### config.mk
export PLATFORM = sky130hd
export DESIGN_NAME = hfs_status
export DESIGN_NICKNAME = d
export VERILOG_FILES = /design/src/include/hfs_pkg.sv /design/src/include/hfs_match_if.sv /design/src/verilog/hfs_addr_match.sv /design/src/verilog/hfs_status.sv
export SDC_FILE = /design/constraint.sdc
export NUM_CORES = 1
export LEC_CHECK = 0
export BUFFER_PORTS_ARGS = -buffer_cell sky130_fd_sc_hd__buf_4
export CORE_ASPECT_RATIO = 1.2
export CORE_MARGIN = 2
export CORE_UTILIZATION = 25
export CTS_BUF_LIST = sky130_fd_sc_hd__clkbuf_16
export DETAILED_ROUTE_END_ITERATION = 8
export GPL_ROUTABILITY_DRIVEN = 0
export PLACE_DENSITY = 0.43
export SKIP_LAST_GASP = 1
export SYNTH_ARGS = -nofsm -noshare
export SYNTH_HDL_FRONTEND = slang
export SYNTH_SLANG_ARGS = --single-unit
### constraint.sdc
create_clock -name i_clk -period 1.8 [get_ports i_clk]
set_input_delay 0 -clock i_clk [delete_from_list [all_inputs] [get_ports i_clk]]
set_output_delay 0 -clock i_clk [all_outputs]
set_load 0.02 [all_outputs]
### src/include/hfs_pkg.sv
// Constants for the HDLC frame closure status block
package hfs_pkg;
  // ==========================================================
  // Register offsets
  localparam logic [7:0] OFS_STATUS = 8'h00;
  localparam logic [7:0] OFS_CTRL = 8'h04;
  localparam logic [7:0] OFS_CLOSED = 8'h08;
  localparam logic [7:0] OFS_MATCH = 8'h0C;
  localparam logic [7:0] OFS_MASK = 8'h10;
  localparam logic [7:0] OFS_MAXLEN = 8'h14;
  // ==========================================================
  // Status word layout
  localparam int BIT_FLAGS = 31;
  localparam int BIT_IDLE = 30;
  localparam int RX_CL_MSB = 27;
  localparam int RX_CL_W = 10;
  localparam int TX_CL_MSB = 15;
  localparam int TX_CL_W = 2;
  // Index inside the receive closure vector
  localparam int CL_M1 = 9;
  localparam int CL_M2 = 8;
  localparam int CL_M3 = 7;
  localparam int CL_M4 = 6;
  localparam int CL_NORMAL = 5;
  localparam int CL_CRC = 4;
  localparam int CL_OVR = 3;
  localparam int CL_ALN = 2;
  localparam int CL_LONG = 1;
  localparam int CL_ABT = 0;
  // Index inside the transmit closure vector
  localparam int CL_CTS = 1;
  localparam int CL_UND = 0;
  // ==========================================================
  // Control and closed-flag register bits
  localparam int CTL_CTS_GATE = 0;
  localparam int CTL_WIDE_ONE = 1;
  localparam int CTL_WIDE_TWO = 2;
  localparam int CTL_W = 3;
  localparam int ACK_RX = 0;
  localparam int ACK_TX = 1;
  // ==========================================================
  // Reset values and line constants
  localparam logic [CTL_W-1:0] RST_CTRL = 3'h0;
  localparam logic [31:0] RST_MATCH = 32'h0000_0000;
  localparam logic [31:0] RST_MASK = 32'h0000_0000;
  localparam logic [15:0] RST_MAXLEN = 16'hFFFF;
  localparam logic [7:0] FLAG_PATTERN = 8'h7E;
  localparam logic [3:0] ONES_ABORT = 4'h8;
  localparam logic [3:0] ONES_MAX = 4'hF;
endpackage

### src/include/hfs_match_if.sv
// Interface between the status block and its address comparator
`timescale 1ns/1ns
`default_nettype none
interface hfs_match_if;
  logic [7:0] first_byte;
  logic [7:0] second_byte;
  logic [31:0] match;
  logic [31:0] mask;
  logic wide_one;
  logic wide_two;
  logic [3:0] hit;
  modport calc (
    input first_byte, second_byte, match, mask, wide_one, wide_two,
    output hit
  );
  modport user (
    output first_byte, second_byte, match, mask, wide_one, wide_two,
    input hit
  );
endinterface
`default_nettype wire

### src/verilog/hfs_addr_match.sv
// Masked address comparator for the four match bytes
`timescale 1ns/1ns
`default_nettype none
module hfs_addr_match (
  hfs_match_if.calc m
);
  logic [3:0] eq_first;
  logic [3:0] eq_second;
  // ==========================================================
  // Per-byte compare, masked bits ignored
  genvar k;
  generate
    for (k = 0; k < 4; k = k + 1) begin : g_cmp
      assign eq_first[k] = ((m.first_byte ^ m.match[31-8*k -: 8])
        & ~m.mask[31-8*k -: 8]) == 8'h00; // see RL20
      assign eq_second[k] = ((m.second_byte ^ m.match[31-8*k -: 8])
        & ~m.mask[31-8*k -: 8]) == 8'h00; // see RL20
    end
  endgenerate
  // ==========================================================
  // Wide mode replaces the single-byte test of byte one and three
  assign m.hit[3] = m.wide_one ? (eq_first[0] & eq_second[1]) : eq_first[0]; // see RL3 see RL4
  assign m.hit[2] = eq_first[1]; // see RL5
  assign m.hit[1] = m.wide_two ? (eq_first[2] & eq_second[3]) : eq_first[2]; // see RL6
  assign m.hit[0] = eq_first[3]; // see RL7
endmodule
`default_nettype wire

### src/verilog/hfs_status.sv
// HDLC frame closure and line status block with its register port
// Function
// RL1 - Flag status bit high while idle receiver sees continuous flags.
// RL2 - Idle status bit high while receiver inactive and line all ones.
// RL3 - Match-one bit set when first byte equals match byte one.
// RL4 - Wide mode one: first two bytes against match bytes one and two.
// RL5 - Match-two bit set when first byte equals match byte two.
// RL6 - Match-three bit on byte three, or bytes three and four wide.
// RL7 - Match-four bit set when first byte equals match byte four.
// RL8 - Normal bit set when frame closed with no error.
// RL9 - CRC bit set when frame failed its CRC check.
// RL10 - Overrun bit set when receive FIFO overflowed during frame.
// RL11 - Alignment bit set when frame ends off a byte boundary.
// RL12 - Oversize bit set when frame longer than maximum length.
// RL13 - Abort bit set on eight consecutive ones inside a frame.
// RL14 - CTS loss aborts transmit frame and sets its closure bit.
// RL15 - CTS loss acts only while the CTS gate enable is set.
// RL16 - Underrun bit set when transmit frame ran out of data.
// RL17 - Firmware trusts receive closure bits only while receive closed.
// RL18 - Firmware trusts transmit closure bits only while transmit closed.
// RL19 - Firmware reads status before ack, acks before next frame.
// RL20 - Masked bit positions take no part in address compare.
// RL21 - Closure bits stay stable from closed flag until its ack.
// RL22 - Closure and line status bits ignore firmware writes.
//
// The register addresses and the address-and-strobe port were left to the implementer.
`timescale 1ns/1ns
`default_nettype none
module hfs_status
  import hfs_pkg::*;
(
  input wire logic i_clk,
  input wire logic i_rst_n,
  input wire logic i_ce,
  input wire logic [7:0] i_addr,
  input wire logic [31:0] i_wdata,
  input wire logic i_we,
  input wire logic i_re,
  output logic [31:0] o_rdata,
  input wire logic i_rx_bit_valid,
  input wire logic i_rx_bit,
  input wire logic i_rx_active,
  input wire logic i_rx_byte_valid,
  input wire logic [7:0] i_rx_byte,
  input wire logic i_rx_frame_end,
  input wire logic [2:0] i_rx_residue,
  input wire logic i_rx_crc_bad,
  input wire logic i_rx_overrun,
  input wire logic i_tx_active,
  input wire logic i_cts,
  input wire logic i_tx_frame_end,
  input wire logic i_tx_underrun,
  output logic o_tx_abort,
  output logic o_rx_buffer_closed_flag,
  output logic o_tx_buffer_closed_flag
);
  logic [CTL_W-1:0] ctrl;
  logic [31:0] match_reg;
  logic [31:0] mask_reg;
  logic [15:0] max_len;
  logic [7:0] line_sh;
  logic [3:0] ones_cnt;
  logic [3:0] next_ones;
  logic flags_st;
  logic idle_st;
  logic [15:0] byte_cnt;
  logic [7:0] first_byte;
  logic [7:0] second_byte;
  logic ovr_acc;
  logic long_acc;
  logic abort_evt;
  logic rx_close;
  logic ack_rx;
  logic ack_tx;
  logic rx_latch;
  logic tx_latch;
  logic cts_loss;
  logic tx_close;
  logic rx_closed_flag;
  logic tx_closed_flag;
  logic [RX_CL_W-1:0] rx_cl;
  logic [TX_CL_W-1:0] tx_cl;
  logic [31:0] stat_word;
  logic [31:0] next_rdata;
  hfs_match_if mif ();

  // ==========================================================
  // Configuration registers
  always_ff @(posedge i_clk) begin
    if (!i_rst_n) begin
      ctrl <= RST_CTRL;
      match_reg <= RST_MATCH;
      mask_reg <= RST_MASK;
      max_len <= RST_MAXLEN;
    end else if (i_ce && i_we) begin
      case (i_addr)
        OFS_CTRL: ctrl <= i_wdata[CTL_W-1:0];
        OFS_MATCH: match_reg <= i_wdata;
        OFS_MASK: mask_reg <= i_wdata;
        OFS_MAXLEN: max_len <= i_wdata[15:0];
        default: ;
      endcase
    end
  end

  // Write-one acknowledge of the closed flags
  assign ack_rx = i_we && (i_addr == OFS_CLOSED) && i_wdata[ACK_RX];
  assign ack_tx = i_we && (i_addr == OFS_CLOSED) && i_wdata[ACK_TX];

  // ==========================================================
  // Line monitor: flags, idle and abort runs
  assign next_ones = !i_rx_bit ? 4'h0 : (ones_cnt == ONES_MAX) ? ONES_MAX : ones_cnt + 4'h1;
  assign abort_evt = i_rx_active && i_rx_bit_valid && (next_ones == ONES_ABORT); // see RL13

  always_ff @(posedge i_clk) begin
    if (!i_rst_n) begin
      line_sh <= 8'h00;
      ones_cnt <= 4'h0;
    end else if (i_ce && i_rx_bit_valid) begin
      line_sh <= {line_sh[6:0], i_rx_bit};
      ones_cnt <= next_ones;
    end
  end

  // Any run of seven ones breaks the flag pattern
  always_ff @(posedge i_clk) begin
    if (!i_rst_n) begin
      flags_st <= 1'b0;
    end else if (i_ce) begin
      if (i_rx_active) begin
        flags_st <= 1'b0; // see RL1
      end else if (i_rx_bit_valid && ({line_sh[6:0], i_rx_bit} == FLAG_PATTERN)) begin
        flags_st <= 1'b1; // see RL1
      end else if (i_rx_bit_valid && next_ones >= 4'h7) begin
        flags_st <= 1'b0; // see RL1
      end
    end
  end

  always_ff @(posedge i_clk) begin
    if (!i_rst_n) begin
      idle_st <= 1'b0;
    end else if (i_ce) begin
      idle_st <= !i_rx_active && (i_rx_bit_valid ? next_ones : ones_cnt) >= ONES_ABORT; // see RL2
    end
  end

  // ==========================================================
  // Per-frame accumulation
  assign rx_close = i_rx_frame_end || abort_evt;

  always_ff @(posedge i_clk) begin
    if (!i_rst_n) begin
      byte_cnt <= 16'h0000;
      first_byte <= 8'h00;
      second_byte <= 8'h00;
    end else if (i_ce) begin
      if (rx_close) begin
        byte_cnt <= 16'h0000;
      end else if (i_rx_byte_valid) begin
        if (byte_cnt == 16'h0000) begin
          first_byte <= i_rx_byte;
        end
        if (byte_cnt == 16'h0001) begin
          second_byte <= i_rx_byte;
        end
        if (byte_cnt != 16'hFFFF) begin
          byte_cnt <= byte_cnt + 16'h0001;
        end
      end
    end
  end

  // Errors seen mid-frame stick until the frame closes
  always_ff @(posedge i_clk) begin
    if (!i_rst_n) begin
      ovr_acc <= 1'b0;
      long_acc <= 1'b0;
    end else if (i_ce) begin
      if (rx_close) begin
        ovr_acc <= 1'b0;
        long_acc <= 1'b0;
      end else begin
        if (i_rx_overrun) begin
          ovr_acc <= 1'b1; // see RL10
        end
        if (i_rx_byte_valid && byte_cnt >= max_len) begin
          long_acc <= 1'b1; // see RL12
        end
      end
    end
  end

  // ==========================================================
  // Address comparator
  assign mif.first_byte = first_byte;
  assign mif.second_byte = second_byte;
  assign mif.match = match_reg;
  assign mif.mask = mask_reg;
  assign mif.wide_one = ctrl[CTL_WIDE_ONE];
  assign mif.wide_two = ctrl[CTL_WIDE_TWO];

  hfs_addr_match u_match (
    .m(mif.calc)
  );

  // ==========================================================
  // Receive closure latch; a close while the flag stands and no ack comes in the same cycle is dropped
  assign rx_latch = i_ce && rx_close && (!rx_closed_flag || ack_rx); // see RL21

  always_ff @(posedge i_clk) begin
    if (!i_rst_n) begin
      rx_cl <= '0;
    end else if (rx_latch) begin
      rx_cl[CL_M1 -: 4] <= mif.hit; // see RL3 see RL5 see RL6 see RL7
      rx_cl[CL_NORMAL] <= !abort_evt && !i_rx_crc_bad && !ovr_acc && !i_rx_overrun
        && !long_acc && (i_rx_residue == 3'h0); // see RL8
      rx_cl[CL_CRC] <= !abort_evt && i_rx_crc_bad; // see RL9
      rx_cl[CL_OVR] <= ovr_acc || i_rx_overrun; // see RL10
      rx_cl[CL_ALN] <= !abort_evt && (i_rx_residue != 3'h0); // see RL11
      rx_cl[CL_LONG] <= long_acc; // see RL12
      rx_cl[CL_ABT] <= abort_evt; // see RL13
    end
  end

  // Set beats a same-cycle acknowledge
  always_ff @(posedge i_clk) begin
    if (!i_rst_n) begin
      rx_closed_flag <= 1'b0;
    end else if (i_ce) begin
      if (rx_latch) begin
        rx_closed_flag <= 1'b1;
      end else if (ack_rx) begin
        rx_closed_flag <= 1'b0;
      end
    end
  end

  // ==========================================================
  // Transmit closure
  assign cts_loss = ctrl[CTL_CTS_GATE] && i_tx_active && !i_cts; // see RL15
  assign o_tx_abort = cts_loss; // see RL14
  assign tx_close = cts_loss || i_tx_underrun || i_tx_frame_end;
  assign tx_latch = i_ce && tx_close && (!tx_closed_flag || ack_tx); // see RL21

  always_ff @(posedge i_clk) begin
    if (!i_rst_n) begin
      tx_cl <= '0;
    end else if (tx_latch) begin
      tx_cl[CL_CTS] <= cts_loss; // see RL14
      tx_cl[CL_UND] <= i_tx_underrun; // see RL16
    end
  end

  always_ff @(posedge i_clk) begin
    if (!i_rst_n) begin
      tx_closed_flag <= 1'b0;
    end else if (i_ce) begin
      if (tx_latch) begin
        tx_closed_flag <= 1'b1;
      end else if (ack_tx) begin
        tx_closed_flag <= 1'b0;
      end
    end
  end

  assign o_rx_buffer_closed_flag = rx_closed_flag;
  assign o_tx_buffer_closed_flag = tx_closed_flag;

  // ==========================================================
  // Read port; status has no write path at all
  always_comb begin
    stat_word = 32'h0000_0000;
    stat_word[BIT_FLAGS] = flags_st;
    stat_word[BIT_IDLE] = idle_st;
    stat_word[RX_CL_MSB -: RX_CL_W] = rx_cl; // see RL22
    stat_word[TX_CL_MSB -: TX_CL_W] = tx_cl; // see RL22
  end

  always_comb begin
    next_rdata = 32'h0000_0000;
    case (i_addr)
      OFS_STATUS: next_rdata = stat_word;
      OFS_CTRL: next_rdata[CTL_W-1:0] = ctrl;
      OFS_CLOSED: begin
        next_rdata[ACK_RX] = rx_closed_flag;
        next_rdata[ACK_TX] = tx_closed_flag;
      end
      OFS_MATCH: next_rdata = match_reg;
      OFS_MASK: next_rdata = mask_reg;
      OFS_MAXLEN: next_rdata[15:0] = max_len;
      default: next_rdata = 32'h0000_0000;
    endcase
  end

  // Data stands in the cycle after the read strobe, and holds while the clock enable is low
  always_ff @(posedge i_clk) begin
    if (!i_rst_n) begin
      o_rdata <= 32'h0000_0000;
    end else if (i_ce) begin
      o_rdata <= i_re ? next_rdata : 32'h0000_0000;
    end
  end
endmodule
`default_nettype wire

==> impl_metrics.csv <==
group,metric,value,unit
synth,synth_area_leaders,"dfxtp_1 (41%), nand2_1 (9.7%), a21boi_0 (5.8%), xnor2_1 (5.5%), ha_1 (2.9%)",
pwr,p_leak,0.00426,uW
finish,finalNonFillerCells,1652,
finish,diodes,0,
synth,synthArstFlopShare,0,%
sta,fmax,538,MHz
finish,final_cell_area,11500,sq um
worst_setup_path,path_depth,8,
synth,synth_area,8510,sq um
route,drt-initial-drc-count,414,
sta,tightest_slew,571,ps
worst_setup_path,path_class,"flip-flop to flip-flop",
sta,max_slew_margin,61.9,%
synth,synth.distinct_cells,60,
pwr,power_density,739,nW/um^2
floorplan,fp.dieArea,35500,sq um
synth,synth-main-ff-cell,"dfxtp_1",
worst_setup_path,path_cells,"ha_4 -> nand4b_1 -> a21oi_4 -> a21oi_4 -> nor2_4 -> clkbuf_16 -> mux2i_1 -> nor2b_1",
clocking,tritoncts,"done",
worst_setup_path,cp_slowest_cell,"dfxtp_2",
sta,setup_tns,-190,ps
worst_setup_path,crit_required,2130,ps
sta,final.min_clock_period,1860,ps
clocking,htreeDepth,4,
sta,hold_violations,0,
route,wl_per_cell,17.6,microns
clocking,clkTransAtPathRegs,80,ps
sta,drv_slew,0,
worst_hold_path,hold_depth,6,
place,io_buffers,101,
worst_setup_path,critPathMaxFanout,6,
floorplan,io_pins,102,
floorplan,coreArea,33800,sq um
floorplan,initial_core_util,25.2,%
global_routing,grt_max_degree,47,
worst_setup_path,cpPeakStageDelay,340,ps
synth,postSynthCellCount,1009,
sta,min_period_over_period,103,%
synth,yosysWarnings,0,
finish,post-route-util,34.0,%
clocking,cts_sinks,176,
route,routed_wl,29.1,mm
finish,nets,1270,
synth,ys_ff_latch,176,
clocking,clkLatencyLatePin,450,ps
synth,synth_top_area_share,41.4,%
sta,hold_slack,8.27,ps
global_routing,grt_first_pass_wirelength,44.5,mm
route,vias,7681,
global_routing,overflow,0,
finish,drive_gt1_share,20.5,%
clocking,cts-root-buf,"clkbuf_16",
place,placed_area,10200,sq um
global_routing,grt_pass1_vias,7430,
pwr,vdd_ir_drop_max,0.627,mV
outcome,violations,"negative setup slack",
floorplan,num_rows,74,
sta,finalClockSkew,20.1,ps
sta,finalSetupViolCount,6,
flow_run,cap_violations,0,
sta,rsz0062_at_grt,"yes",
finish,area_growth,35.0,%
route,antenna_left,0,
clocking,clock_path_buffers,2,
synth,synth-edff-count,0,
worst_setup_path,crit_path_start_kind,"flip-flop",
synth,synth_commonest_cells,"nand2_1 (220), dfxtp_1 (176), a21boi_0 (66)",
synth,syn_avg_cell_area,8.44,sq um
worst_setup_path,r2r_slack,-60,ps
route,dr.pass1.iters,5,
synth,synth.largest_area_cell,"dfxtp_1",
worst_setup_path,cp_common_cell,"a21oi_4",
route,vias_per_cell,4.65,
worst_setup_path,r2r_cells,8,
clocking,cts_buffers,17,
global_routing,grtUsageTotal,16.7,%
worst_setup_path,end_kind,"flip-flop",
finish,n_fill_cell,3579,
synth,synth.net_count,1096,
floorplan,die_h,206,microns
place,dp.cells,1564,
place,place_hpwl,21.3,mm
global_routing,antenna_found_initial,0,
sta,timing.final.ws_setup,-59.2,ps
worst_setup_path,critPathBufInv,1,
synth,synth_seq_area_share,41.4,%
floorplan,die_w,172,microns
synth,post-synth-top-count-cell,"nand2_1",
outcome,status,"finished with violations",
worst_setup_path,critPathTopFamily,"simple AND/OR/NAND/NOR gates",
worst_setup_path,cp.arrival,2190,ps
route,drc,0,
worst_hold_path,hp-class,"input port to flip-flop",
==> layout by cell type, fill, tap and decap left out, types with 17 or more instances in the layout <==
cell type      Yosys  routed
nand2_1          220     219
dfxtp_1          176     169
buf_4              5     157
a21boi_0          66      66
dlygate4sd3_1      0      54
xnor2_1           53      53
o21ai_0           48      47
nand3_1           32      31
o22ai_1           29      29
a22oi_1           29      29
nor2_1            29      28
a22o_1            25      25
nor2b_1           26      24
inv_1             23      22
clkbuf_16          0      18
o211ai_1          17      17
mux2i_1           17      17
ha_1              20      17
==> per-stage QoR <==
step,total power [uW],setup slack (ps)
after global routing,8800,-125
after detailed placement,4660,-69.6
after CTS,8600,-57.2
after floorplan,4320,9.18
final,8490,-59.2
after global placement,4660,-53.9
==> cell type report <==
class	instances	area, sq um	share of cell area [%]
Timing Repair Buffer	224	1960	17.0
Inverter	24	90.1	0.784
Multi-Input combinational cell	740	4750	41.3
Tap cell	456	571	4.97
Sequential cell	176	3530	30.7
Clock buffer	17	425	3.70
Clock inverter	15	164	1.43
==> report_power, final <==
part	internal [uW]	switching (uW)	leakage, uW
combinational	374	353	0.00255
sequential	3920	31.8	0.00142
clock	1980	1830	0.000287
total	6280	2210	0.00426
==> per-layer routing <==
layer	global-route usage [%]	part of all wire, %	vias to the layer above
met4	5.46	2.1	0
met3	2.49	2.5	22
li1	-	-	3884
met1	21.5	46	3649
met2	28.4	49	126
met5	0	0	-
==> repair_timing <==
action | CTS | global route
gates resized for setup | 3 | 27
pin swaps | 0 | 11
buffers inserted | 0 | 2
endpoints found under the hold margin | 126 | 0
hold buffers | 54 | 0
gates cloned | 0 | 1
endpoints found under the setup margin | 29 | 45
==> worst reg2reg max path, cell delays in order, from the launching register on <==
cell and delay (ps):
dfxtp_2 340, ha_4 230, nand4b_1 240, a21oi_4 220
a21oi_4 120, nor2_4 200, clkbuf_16 180, mux2i_1 180
nor2b_1 50
==> final timing paths <==
path | startpoint | endpoint
max | ones_cnt[0] | rx_cl[6]
min | i_rx_residue[0] | rx_cl[5]
max reg2reg | ones_cnt[0] | rx_cl[6]
min reg2reg | o_rdata[27] | o_rdata[27]
==> kinds of logic after synthesis <==
kind of cell | Yosys count | share of synthesized area, %
buf+inv | 93 | 4.64
xor+xnor | 63 | 6.48
compound gates | 270 | 22.3
simple gates | 366 | 19.7
flops | 176 | 41.4
fa+ha+maj | 20 | 2.94
mux | 21 | 2.53
Power figures use the tool's default switching activity.
